[src/rtl/prl_ctrl_pkg.sv]
// shared constants, state types and timing helpers for the protocol reset and test controller
package prl_ctrl_pkg;

    // =========================================================
    // clock and widths
    localparam int CLK_PERIOD_NS = 100;
    localparam int MSG_ID_W      = 3;
    localparam int ERR_W         = 16;
    localparam int BDO_W         = 32;
    localparam int MODE_W        = 4;
    localparam int MODE_LSB      = 28;
    localparam int TMR_W         = 24;

    // =========================================================
    // reset values
    localparam logic [MSG_ID_W-1:0] MSG_ID_RESET = 3'h0;
    localparam logic [ERR_W-1:0]    ERR_RESET    = 16'h0000;
    localparam logic [BDO_W-1:0]    BDO_RESET    = 32'h0000_0000;
    localparam logic [TMR_W-1:0]    TMR_ZERO     = 24'h00_0000;
    localparam logic [TMR_W-1:0]    TMR_ONE      = 24'h00_0001;
    localparam logic [MSG_ID_W-1:0] MSG_ID_ONE   = 3'h1;

    // =========================================================
    // state types
    typedef enum logic [2:0] {
        HR_IDLE, HR_LAYER, HR_IND, HR_REQ,
        HR_WAIT_PHY, HR_PHY_REQD, HR_WAIT_PE, HR_PE_DONE
    } hr_state_t;

    typedef enum logic [2:0] {
        TX_IDLE, TX_INIT, TX_WAIT, TX_FRAME, TX_RESP
    } tx_state_t;

    typedef enum logic [2:0] {
        RX_IDLE, RX_CLEAR, RX_FRAME, RX_COUNT, RX_INFORM
    } rx_state_t;

    // =========================================================
    // least time in ns to whole clock cycles, never below one
    function automatic int cycles_up(input int t_ns);
        int c;
        c = (t_ns + CLK_PERIOD_NS - 1) / CLK_PERIOD_NS;
        return (c < 1) ? 1 : c;
    endfunction : cycles_up

endpackage : prl_ctrl_pkg

[src/rtl/prl_reset_bist_ctrl.sv]
// protocol layer reset sequencer with test transmitter and receiver sequencers
// What this block does
// - any hard reset request or signaling, a cable reset request, or cable reset signaling while is_cable_plug is set enters the reset-layer state
// - reset-layer entry clears message id and forces tx and rx machines idle
// - during hard reset no messages pass; channel stays disabled until done
// - during cable reset plug messages stop, other traffic may continue
// - layer reset done and request came from policy: go to request-reset
// - layer reset done and signaling came from phy: go to indicate-reset
// - indicate-reset tells policy engine, then waits policy completion
// - request-reset asks phy for signaling, then waits phy completion
// - wait-phy-completion starts the reset completion timer
// - leave wait-phy on hard done, cable done or timer expiry
// - phy-reset-requested informs policy engine, then waits policy completion
// - policy engine completion moves to policy-complete state
// - policy-complete tells phy reset is done, then returns to normal
// - on hard reset exit pending hard reset signaling is cancelled
// - tx idle plus policy test request enters test transmit init
// - test init asks phy to clear counter and preload, waits for preload
// - test frame request asks phy to build frame, then awaits response
// - response state starts the test response timer
// - count response or timeout returns to wait and reports it
// - rx idle plus policy receive test request clears counter and preloads
// - receive frame state waits for phy error count
// - count state sends test message with returned counters object
// - inform state tells policy count was sent, back to frame state
// - receive test mode leaves only through the reset sequence
`timescale 1ns/1ps
module prl_reset_bist_ctrl
    import prl_ctrl_pkg::*;
#(
    parameter int                 RESET_DONE_NS = 5_000_000,
    parameter int                 BIST_RESP_NS  = 1_000_000,
    parameter logic [MODE_W-1:0]  RET_CNT_MODE  = 4'h1      // arbitrary mode code
) (
    input  wire logic                          mclk,
    input  wire logic                          nrst,
    input  wire logic                          clk_en,
    input  wire logic                          is_cable_plug,
    input  wire logic                          pe_hard_reset_req,
    input  wire logic                          pe_cable_reset_req,
    input  wire logic                          phy_hard_reset_sig,
    input  wire logic                          phy_cable_reset_sig,
    input  wire logic                          phy_reset_complete,
    input  wire logic                          pe_reset_complete,
    input  wire logic                          msg_id_inc,
    input  wire logic                          pe_bist_tx_req,
    input  wire logic                          pe_test_frame_req,
    input  wire logic                          pe_bist_rx_req,
    input  wire logic                          phy_bist_prep_done,
    input  wire logic                          phy_err_count_valid,
    input  wire logic [prl_ctrl_pkg::ERR_W-1:0] phy_err_count,
    input  wire logic                          phy_msg_sent,
    output logic [prl_ctrl_pkg::MSG_ID_W-1:0]  message_id_counter_a,
    output logic                               tx_idle_force,
    output logic                               rx_idle_force,
    output logic                               hard_block,
    output logic                               cable_block,
    output logic                               reset_is_hard,
    output logic                               pe_reset_ind,
    output logic                               phy_reset_req,
    output logic                               pe_phy_reset_reqd,
    output logic                               phy_reset_done,
    output logic                               phy_cancel_pending,
    output logic                               phy_bist_prep_req,
    output logic                               phy_test_frame_req,
    output logic                               pe_err_count_rpt,
    output logic                               pe_bist_timeout,
    output logic [prl_ctrl_pkg::ERR_W-1:0]     err_count,
    output logic                               phy_bist_msg_req,
    output logic [prl_ctrl_pkg::BDO_W-1:0]     test_data_object,
    output logic                               pe_count_sent
);
    import prl_ctrl_pkg::*;

    // =========================================================
    // timing
    localparam logic [TMR_W-1:0] HR_CYC   = TMR_W'(cycles_up(RESET_DONE_NS));
    localparam logic [TMR_W-1:0] BIST_CYC = TMR_W'(cycles_up(BIST_RESP_NS));

    // =========================================================
    // reset release
    logic [1:0] rst_sync_q;
    logic       rst_n;

    // two stage release of the async reset
    always_ff @(posedge mclk or negedge nrst) begin
        if (!nrst) begin
            rst_sync_q <= 2'h0;
        end else if (clk_en) begin
            rst_sync_q <= {rst_sync_q[0], 1'b1};
        end
    end
    assign rst_n = rst_sync_q[1];

    // =========================================================
    // state and registers
    hr_state_t            hr_q, hr_d;
    tx_state_t            tx_q, tx_d;
    rx_state_t            rx_q, rx_d;
    logic                 from_pe_q, hard_q;
    logic [TMR_W-1:0]     hr_tmr_q, bist_tmr_q;
    logic [MSG_ID_W-1:0]  msg_id_q;
    logic [ERR_W-1:0]     err_q;
    logic [BDO_W-1:0]     tdo_q;
    logic tx_force_q, rx_force_q, hard_blk_q, cable_blk_q;
    logic ind_q, req_q, reqd_q, done_q, cancel_q;
    logic prep_q, frame_q, rpt_q, tmo_q, bmsg_q, sent_q;

    // =========================================================
    // event decode
    wire rst_ev    = pe_hard_reset_req | phy_hard_reset_sig | pe_cable_reset_req
                   | (phy_cable_reset_sig & is_cable_plug);
    wire ev_hard   = pe_hard_reset_req | phy_hard_reset_sig;
    wire ev_pe     = pe_hard_reset_req | pe_cable_reset_req;
    wire hr_quiet  = (hr_q == HR_IDLE);
    wire hr_tmr_ex = (hr_tmr_q == TMR_ZERO);
    wire bist_ex   = (bist_tmr_q == TMR_ZERO);
    wire hr_enter_wait = (hr_d == HR_WAIT_PHY) && (hr_q != HR_WAIT_PHY);
    wire tx_enter_resp = (tx_d == TX_RESP) && (tx_q != TX_RESP);
    wire tx_enter_init = (tx_d == TX_INIT) && (tx_q != TX_INIT);
    wire rx_enter_clr  = (rx_d == RX_CLEAR) && (rx_q != RX_CLEAR);
    wire rx_enter_cnt  = (rx_d == RX_COUNT) && (rx_q != RX_COUNT);
    wire tx_resp_exit  = (tx_q == TX_RESP) && (tx_d == TX_WAIT);
    wire kind_hard     = rst_ev ? ev_hard : hard_q;
    wire cnt_capture   = phy_err_count_valid
                       && (((tx_q == TX_RESP) && !rst_ev) || ((rx_q == RX_FRAME) && !rst_ev));

    // =========================================================
    // reset sequence next state
    always_comb begin
        hr_d = hr_q;
        if (rst_ev) begin
            hr_d = HR_LAYER;
        end else begin
            unique case (hr_q)
                HR_IDLE:     hr_d = HR_IDLE;
                HR_LAYER:    hr_d = from_pe_q ? HR_REQ : HR_IND;
                HR_IND:      hr_d = HR_WAIT_PE;
                HR_REQ:      hr_d = HR_WAIT_PHY;
                HR_WAIT_PHY: begin
                    if (phy_reset_complete || hr_tmr_ex) begin
                        hr_d = HR_PHY_REQD;
                    end
                end
                HR_PHY_REQD: hr_d = HR_WAIT_PE;
                HR_WAIT_PE: begin
                    if (pe_reset_complete) begin
                        hr_d = HR_PE_DONE;
                    end
                end
                HR_PE_DONE:  hr_d = HR_IDLE;
            endcase
        end
    end

    // =========================================================
    // test transmitter next state
    always_comb begin
        tx_d = tx_q;
        if (rst_ev) begin
            tx_d = TX_IDLE;
        end else begin
            unique case (tx_q)
                TX_IDLE: begin
                    if (pe_bist_tx_req && hr_quiet) begin
                        tx_d = TX_INIT;
                    end
                end
                TX_INIT: begin
                    if (phy_bist_prep_done) begin
                        tx_d = TX_WAIT;
                    end
                end
                TX_WAIT: begin
                    if (pe_test_frame_req) begin
                        tx_d = TX_FRAME;
                    end
                end
                TX_FRAME: tx_d = TX_RESP;
                TX_RESP: begin
                    if (phy_err_count_valid || bist_ex) begin
                        tx_d = TX_WAIT;
                    end
                end
                default: tx_d = TX_IDLE;
            endcase
        end
    end

    // =========================================================
    // test receiver next state, left only by a reset event
    always_comb begin
        rx_d = rx_q;
        if (rst_ev) begin
            rx_d = RX_IDLE;
        end else begin
            unique case (rx_q)
                RX_IDLE: begin
                    if (pe_bist_rx_req && hr_quiet) begin
                        rx_d = RX_CLEAR;
                    end
                end
                RX_CLEAR: begin
                    if (phy_bist_prep_done) begin
                        rx_d = RX_FRAME;
                    end
                end
                RX_FRAME: begin
                    if (phy_err_count_valid) begin
                        rx_d = RX_COUNT;
                    end
                end
                RX_COUNT: begin
                    if (phy_msg_sent) begin
                        rx_d = RX_INFORM;
                    end
                end
                RX_INFORM: rx_d = RX_FRAME;
                default:   rx_d = RX_IDLE;
            endcase
        end
    end

    // =========================================================
    // state registers and reset origin
    always_ff @(posedge mclk or negedge rst_n) begin
        if (!rst_n) begin
            hr_q      <= HR_IDLE;
            tx_q      <= TX_IDLE;
            rx_q      <= RX_IDLE;
            from_pe_q <= 1'b0;
            hard_q    <= 1'b0;
        end else if (clk_en) begin
            hr_q      <= hr_d;
            tx_q      <= tx_d;
            rx_q      <= rx_d;
            from_pe_q <= rst_ev ? ev_pe : from_pe_q;
            hard_q    <= kind_hard;
        end
    end

    // =========================================================
    // reset completion and test response timers
    always_ff @(posedge mclk or negedge rst_n) begin
        if (!rst_n) begin
            hr_tmr_q   <= TMR_ZERO;
            bist_tmr_q <= TMR_ZERO;
        end else if (clk_en) begin
            hr_tmr_q   <= hr_enter_wait ? HR_CYC - TMR_ONE
                        : (hr_tmr_ex ? hr_tmr_q : hr_tmr_q - TMR_ONE);
            bist_tmr_q <= tx_enter_resp ? BIST_CYC - TMR_ONE
                        : (bist_ex ? bist_tmr_q : bist_tmr_q - TMR_ONE);
        end
    end

    // =========================================================
    // message id counter, cleared by every reset event
    always_ff @(posedge mclk or negedge rst_n) begin
        if (!rst_n) begin
            msg_id_q <= MSG_ID_RESET;
        end else if (clk_en) begin
            if (rst_ev) begin
                msg_id_q <= MSG_ID_RESET;
            end else if (msg_id_inc) begin
                msg_id_q <= msg_id_q + MSG_ID_ONE;
            end
        end
    end

    // =========================================================
    // reset sequence indications, one cycle each except hard and cable block held through the sequence
    always_ff @(posedge mclk or negedge rst_n) begin
        if (!rst_n) begin
            tx_force_q  <= 1'b0;
            rx_force_q  <= 1'b0;
            hard_blk_q  <= 1'b0;
            cable_blk_q <= 1'b0;
            ind_q       <= 1'b0;
            req_q       <= 1'b0;
            reqd_q      <= 1'b0;
            done_q      <= 1'b0;
            cancel_q    <= 1'b0;
        end else if (clk_en) begin
            tx_force_q  <= rst_ev;
            rx_force_q  <= rst_ev;
            hard_blk_q  <= (hr_d != HR_IDLE) && kind_hard;
            cable_blk_q <= (hr_d != HR_IDLE) && !kind_hard;
            ind_q       <= hr_d == HR_IND;
            req_q       <= hr_d == HR_REQ;
            reqd_q      <= hr_d == HR_PHY_REQD;
            done_q      <= hr_d == HR_PE_DONE;
            cancel_q    <= (hr_d == HR_PE_DONE) && kind_hard;
        end
    end

    // =========================================================
    // test sequencer indications and captured count
    always_ff @(posedge mclk or negedge rst_n) begin
        if (!rst_n) begin
            prep_q  <= 1'b0;
            frame_q <= 1'b0;
            rpt_q   <= 1'b0;
            tmo_q   <= 1'b0;
            bmsg_q  <= 1'b0;
            sent_q  <= 1'b0;
            err_q   <= ERR_RESET;
            tdo_q   <= BDO_RESET;
        end else if (clk_en) begin
            prep_q  <= tx_enter_init || rx_enter_clr;
            frame_q <= tx_d == TX_FRAME;
            rpt_q   <= tx_resp_exit && phy_err_count_valid;
            tmo_q   <= tx_resp_exit && !phy_err_count_valid;
            bmsg_q  <= rx_enter_cnt;
            sent_q  <= rx_d == RX_INFORM;
            err_q   <= cnt_capture ? phy_err_count : err_q;
            if (rx_enter_cnt) begin
                tdo_q <= {RET_CNT_MODE, (MODE_LSB - ERR_W)'(0), phy_err_count};
            end
        end
    end

    // =========================================================
    // outputs straight from registers
    assign message_id_counter_a = msg_id_q;
    assign tx_idle_force        = tx_force_q;
    assign rx_idle_force        = rx_force_q;
    assign hard_block           = hard_blk_q;
    assign cable_block          = cable_blk_q;
    assign reset_is_hard        = hard_q;
    assign pe_reset_ind         = ind_q;
    assign phy_reset_req        = req_q;
    assign pe_phy_reset_reqd    = reqd_q;
    assign phy_reset_done       = done_q;
    assign phy_cancel_pending   = cancel_q;
    assign phy_bist_prep_req    = prep_q;
    assign phy_test_frame_req   = frame_q;
    assign pe_err_count_rpt     = rpt_q;
    assign pe_bist_timeout      = tmo_q;
    assign err_count            = err_q;
    assign phy_bist_msg_req     = bmsg_q;
    assign test_data_object     = tdo_q;
    assign pe_count_sent        = sent_q;
endmodule : prl_reset_bist_ctrl

[config.mk]
export PLATFORM = sky130hd
export DESIGN_NAME = prl_reset_bist_ctrl
export DESIGN_NICKNAME = d
export VERILOG_FILES = /design/src/rtl/prl_ctrl_pkg.sv /design/src/rtl/prl_reset_bist_ctrl.sv
export SDC_FILE = /design/constraint.sdc
export NUM_CORES = 1
export LEC_CHECK = 0
export ABC_AREA = 0
export BUFFER_PORTS_ARGS = -buffer_cell sky130_fd_sc_hd__clkbuf_2
export CAP_MARGIN = 20
export CORE_MARGIN = 4
export CORE_UTILIZATION = 42
export DETAILED_ROUTE_END_ITERATION = 16
export PLACE_DENSITY = 0.6
export SLEW_MARGIN = 40
export SYNTH_ARGS = -nofsm -noshare
export SYNTH_HDL_FRONTEND = slang
export SYNTH_SLANG_ARGS = --single-unit
[constraint.sdc]
create_clock -name mclk -period 10.9 [get_ports mclk]
set_clock_uncertainty 0.2 [all_clocks]
set_input_delay 1.09 -clock mclk [delete_from_list [all_inputs] [get_ports mclk]]
set_output_delay 1.09 -clock mclk [all_outputs]
set_load 0.02 [all_outputs]
# Word level (Yosys, flattened, before mapping)
# Index checks and enable logic that the tools add are counted.
[word_totals] regBits=111 in_bits=33 out_inout_bits=67 wordCells=129
[op_classes] add_sub_neg=3 eq_ne=34 muxes=24 bitwise_logic=5 reduce_logical=38
[op_table] cell="two-way mux 24 bit" n=4
[op_table] cell="zero test 24 bit" n=2
[op_table] cell="subtractor 24 x 1 -> 24 bit (second input constant)" n=2
[op_table] cell="two-way mux 3 bit" n=15
[op_table] cell="== test 3 x 2 -> 1 bit (second input constant)" n=11
[op_table] cell="== test 3 bit (second input constant)" n=11
[op_table] cell="case mux 3 bit (5 select lines)" n=2
[op_table] cell="case mux 3 bit (6 select lines)" n=1
[op_table] cell="logical AND 1 bit" n=16
[op_table] cell="== test 3 x 1 -> 1 bit (second input constant)" n=5
[op_table] cell="AND reduction 2 bit" n=6
[op_table] cell="zero test 3 bit" n=3
[op_table] cell="inequality test 3 x 1 -> 1 bit (second input constant)" n=2
[op_table] cell="inequality test 3 bit (second input constant)" n=2
[op_table] cell="logical OR 1 bit" n=4
[op_table] cell="inequality test 2 x 1 -> 1 bit (second input constant)" n=2
[op_table] cell="OR 1 bit" n=4
[op_table] cell="OR reduction 2 bit" n=2
[op_table] cell="adder 3 x 1 -> 3 bit (second input constant)" n=1
[op_table] cell="zero test 1 bit" n=3
[op_table] cell="inequality test 3 x 2 -> 1 bit (second input constant)" n=1
[op_table] cell="nonzero test 3 bit" n=1
[op_table] cell="two-way mux 1 bit" n=2
[op_table] cell="nonzero test 2 bit" n=1
[op_table] cell="AND 1 bit" n=1

# Longest topological paths before layout
[depth] ltp_word=9 depth_mapped=9 mapped_depth_nobuf=7

# Least setup slack after synthesis
# OpenSTA, ideal clock, no wires.
[synth_path] kind="register to register" from="reg, netlist name rst_sync_q[1]" to="reg rst_sync_q[1]" setup_ns=0.083 arrival_time_ns=3.111 required_time_ns=10.617 setup_slack_ns=7.506 path_stages_with_launch=2 n_path_buf=0 period_less_slack_ns=3.394 path_cell_list="dfrtp_1 > mux2_2"
[synth_lines] element="end signal: assignment" line_no="prl_reset_bist_ctrl.sv:90" text="rst_sync_q <= {rst_sync_q[0], 1'b1};"
[synth_lines] element="end: declaration" line_no="prl_reset_bist_ctrl.sv:82" text="logic [1:0] rst_sync_q;"

# Final worst setup path
[layout_path] from="in phy_cable_reset_sig" to="reg tdo_q[4], in the netlist test_data_object[4]"
[layout_via] elab_chain_len=6
[layout_rtl] element="start: declaration" line_no="prl_reset_bist_ctrl.sv:42" text="input wire logic phy_cable_reset_sig,"
[layout_rtl] element="AND 1 bit" line_no="prl_reset_bist_ctrl.sv:112" text="| (phy_cable_reset_sig & is_cable_plug);"
[layout_rtl] element="OR 1 bit" line_no="prl_reset_bist_ctrl.sv:112"
[layout_rtl] element="two-way mux 3 bit" line_no="prl_reset_bist_ctrl.sv:194" text="if (rst_ev) begin"
[layout_rtl] element="== test 3 x 2 -> 1 bit" line_no="prl_reset_bist_ctrl.sv:122" text="wire rx_enter_cnt = (rx_d == RX_COUNT) && (rx_q != RX_COUNT);"
[layout_rtl] element="logical AND 1 bit" line_no="prl_reset_bist_ctrl.sv:122"
[layout_rtl] element="AND reduction 2 bit (no source line)"
[layout_rtl] element="end signal: assignment" line_no="prl_reset_bist_ctrl.sv:317" text="tdo_q <= {RET_CNT_MODE, (MODE_LSB - ERR_W)'(0), phy_err_count};"
[layout_rtl] element="end: declaration" line_no="prl_reset_bist_ctrl.sv:104" text="logic [BDO_W-1:0] tdo_q;"
# No other way between the ends.
# A chain may end at the register's enable or synchronous reset.

==> results_dict.tcl <==
set metrics [dict create \
    die_w_um 125.2 \
    path_cells "clkbuf_2 -> a2111oi_4 -> nand2_1 -> a2111oi_2 -> o211a_1 -> mux2_1" \
    yosysWarnings 0 \
    cellInternalPower_mw 0.7103 \
    n_antenna_cell 0 \
    ys_types 77 \
    clockPowerShare 0.300 \
    period_minus_slack_ps 3414 \
    clock_tree.buffer_depth 2 \
    final_nets 668 \
    die_height_um 125.2 \
    synth_edf_count 0 \
    ant_nets 0 \
    p_sw_mw 0.3392 \
    areaGrowthSynthToFinish_pct 14.11 \
    synth_top_area_share 0.4811 \
    start_kind "input pin" \
    drive_gt1_frac 0.2291 \
    path_delay_family "compound AO/OA/AOI/OAI gates" \
    post-route-util 0.4935 \
    cp.arrival_ps 3450 \
    hold_class "reg -> async" \
    grt_max_degree 63 \
    first_pass_iters 6 \
    drcViolationCount 0 \
    synth_top_family_by_area "simple AND/OR/NAND/NOR gates" \
    cts_setup_buffers 0 \
    synth_xor_area_frac 0.01669 \
    grt_pass1_vias 4522 \
    synthSimpleGateAreaFrac 0.1812 \
    critPathMaxStageDelay_ps 680 \
    setup_viol 0 \
    cts_tree "done" \
    fin_total_pwr_mw 1.050 \
    portBuffers 84 \
    synth_top_cell_by_area "dfrtp_1" \
    dp_hpwl_um 9259 \
    cp.required_ps 10940 \
    netlist_instances 556 \
    path_clk_slew_ps 80 \
    syn_area_per_cell_um2 10.38 \
    path_max_fanout 18 \
    core-area_um2 13350 \
    htreeDepth 3 \
    hold_viol_final 0 \
    max_freq_mhz 293.0 \
    ys.flop_type "dfrtp_1" \
    cts-root-buf "clkbuf_16" \
    ys_ff_latch 111 \
    grt_util_all_layers 0.1766 \
    nFillCells 1258 \
    multi_input_area_um2 2765 \
    cts_hold_buf 0 \
    cts_resized 0 \
    cellPowerDensity_nw_per_um2 159.3 \
    critPathKind "in -> reg" \
    cts-buffers-inserted 9 \
    placementRows 42 \
    regArea_um2 2781 \
    slew_headroom 0.4893 \
    switching_share 0.3232 \
    whs_ps 51.13 \
    clock_latency_ps 360 \
    leakage_nw 2.994 \
    num_vias 4587 \
    final_area_um2 6588 \
    pin_count 100 \
    final_common_cell "dfrtp_1" \
    gp_congestion 0.8019 \
    grt_pass1_wl_um 23180 \
    dieArea_um2 15690 \
    final_cell_mix "dfrtp_1 (110), clkbuf_2 (84), o21ai_0 (40), nor2_1 (39), nand2_1 (29)" \
    syn_area_um2 5773 \
    synth_mux_area_frac 0.07694 \
    cts.sinks 111 \
    min_period_over_period 0.3132 \
    drt-total-wl_um 13400 \
    dpl_cell_area_um2 6277 \
    overflow 0 \
    initial_core_util 0.4325 \
    synth_compound_gate_area_share 0.1738 \
    cap_violations 0 \
    seqPwrFrac 0.510 \
    synth_seq_area_share 0.4811 \
    synthAdderAreaFrac 0.01517 \
    antenna_found_initial 0 \
    crit_path_end_kind "flop" \
    peakVddDrop_uv 111.7 \
    viasPerCell 5.670 \
    worst_pin_slew_ps 759.7 \
    netlist_top_cells_area "dfrtp_1 (48%), mux2_2 (3.7%), o21ai_0 (3.5%)" \
    rsz0062_at_grt "false" \
    drt-initial-drc-count 333 \
    maxSlewViolCount 0 \
    async_flop_share 1.000 \
    status "finished clean" \
    critPathBufInv 1 \
    fin_tns_setup_ps 0 \
    power_frac_comb 0.190 \
    crit_slowest_cell "o211a_1" \
    wire_per_inst_um 16.57 \
]
[flip-flops by register name, summed over array words and instances (netlist names), 2 cells and up]
register,cells
tx_q,3
rst_sync_q,2
rx_q,3
bist_tmr_q,24
hr_q,3
message_id_counter_a,3
err_count,16
test_data_object,17
hr_tmr_q,24
[synthesized netlist by cell type (all sizes together) (8+ instances only)]
| cell | count |
|---|---|
| xor2 | 9 |
| nor4 | 15 |
| or3 | 14 |
| dfrtp | 111 |
| clkbuf | 18 |
| buf | 24 |
| o2bb2ai | 9 |
| a21oi | 23 |
| o211ai | 8 |
| nor2 | 40 |
| nand3 | 12 |
| nor3 | 14 |
| mux2 | 35 |
| inv | 19 |
| nand2 | 29 |
| o21ai | 48 |
[cell families (layout without fill, tap and decap cells)]
family,Yosys count,in the layout
buffers and inverters,61,124
adder cells (fa/ha/maj),7,7
flip-flops,111,111
XOR/XNOR,11,11
multiplexers,40,40
AND/OR/NAND/NOR,179,179
AO/OA/AOI/OAI,146,146
other,1,15
[area by class of cell]
cell class / count / area share
flip-flops and latches: 111 / 0.4222
multi-input cells: 398 / 0.4198
repair buffers: 89 / 0.07141
clock buffers: 10 / 0.03476
well taps: 176 / 0.03343
inverters: 19 / 0.01083
clock inverters: 6 / 0.007597
[routing by layer]
layer	vias up	global-route usage	part of all wire
met4	0	0.04911	0.011
met5	-	0	0
li1	2175	-	-
met2	125	0.2623	0.45
met3	16	0.05800	0.075
met1	2271	0.2491	0.46
[power groups by stage]
stage          combinational (mW)  sequential (mW)  clock [mW]
2_1_floorplan               0.158            0.528           0
3_3_place_gp                0.192            0.539           0
3_5_place_dp                0.200            0.541           0
4_1_cts                     0.200            0.535       0.325
5_1_grt                     0.229            0.546       0.343
6_report                    0.199            0.535       0.315
[per-stage QoR]
stage,instances,worst slack (ps)
global route,809,7313
detailed placement,792,7079
floorplan,570,7363
finish,809,7487
global placement,792,7070
CTS,808,7467
[final timing paths]
kind	to	slack [ps]	depth (start not counted)	start
min in group mclk	test_data_object[28]	270	1	test_data_object[28]
min	hr_tmr_q[17]	50	0	rst_sync_q[1]
min reg2reg	hr_tmr_q[17]	50	0	rst_sync_q[1]
max reg2reg	test_data_object[4]	7860	7	hr_q[0]
max	test_data_object[4]	7490	6	phy_cable_reset_sig
max in group asynchronous	reset_is_hard	9250	2	rst_sync_q[1]
(Power assumes the default switching activity.)
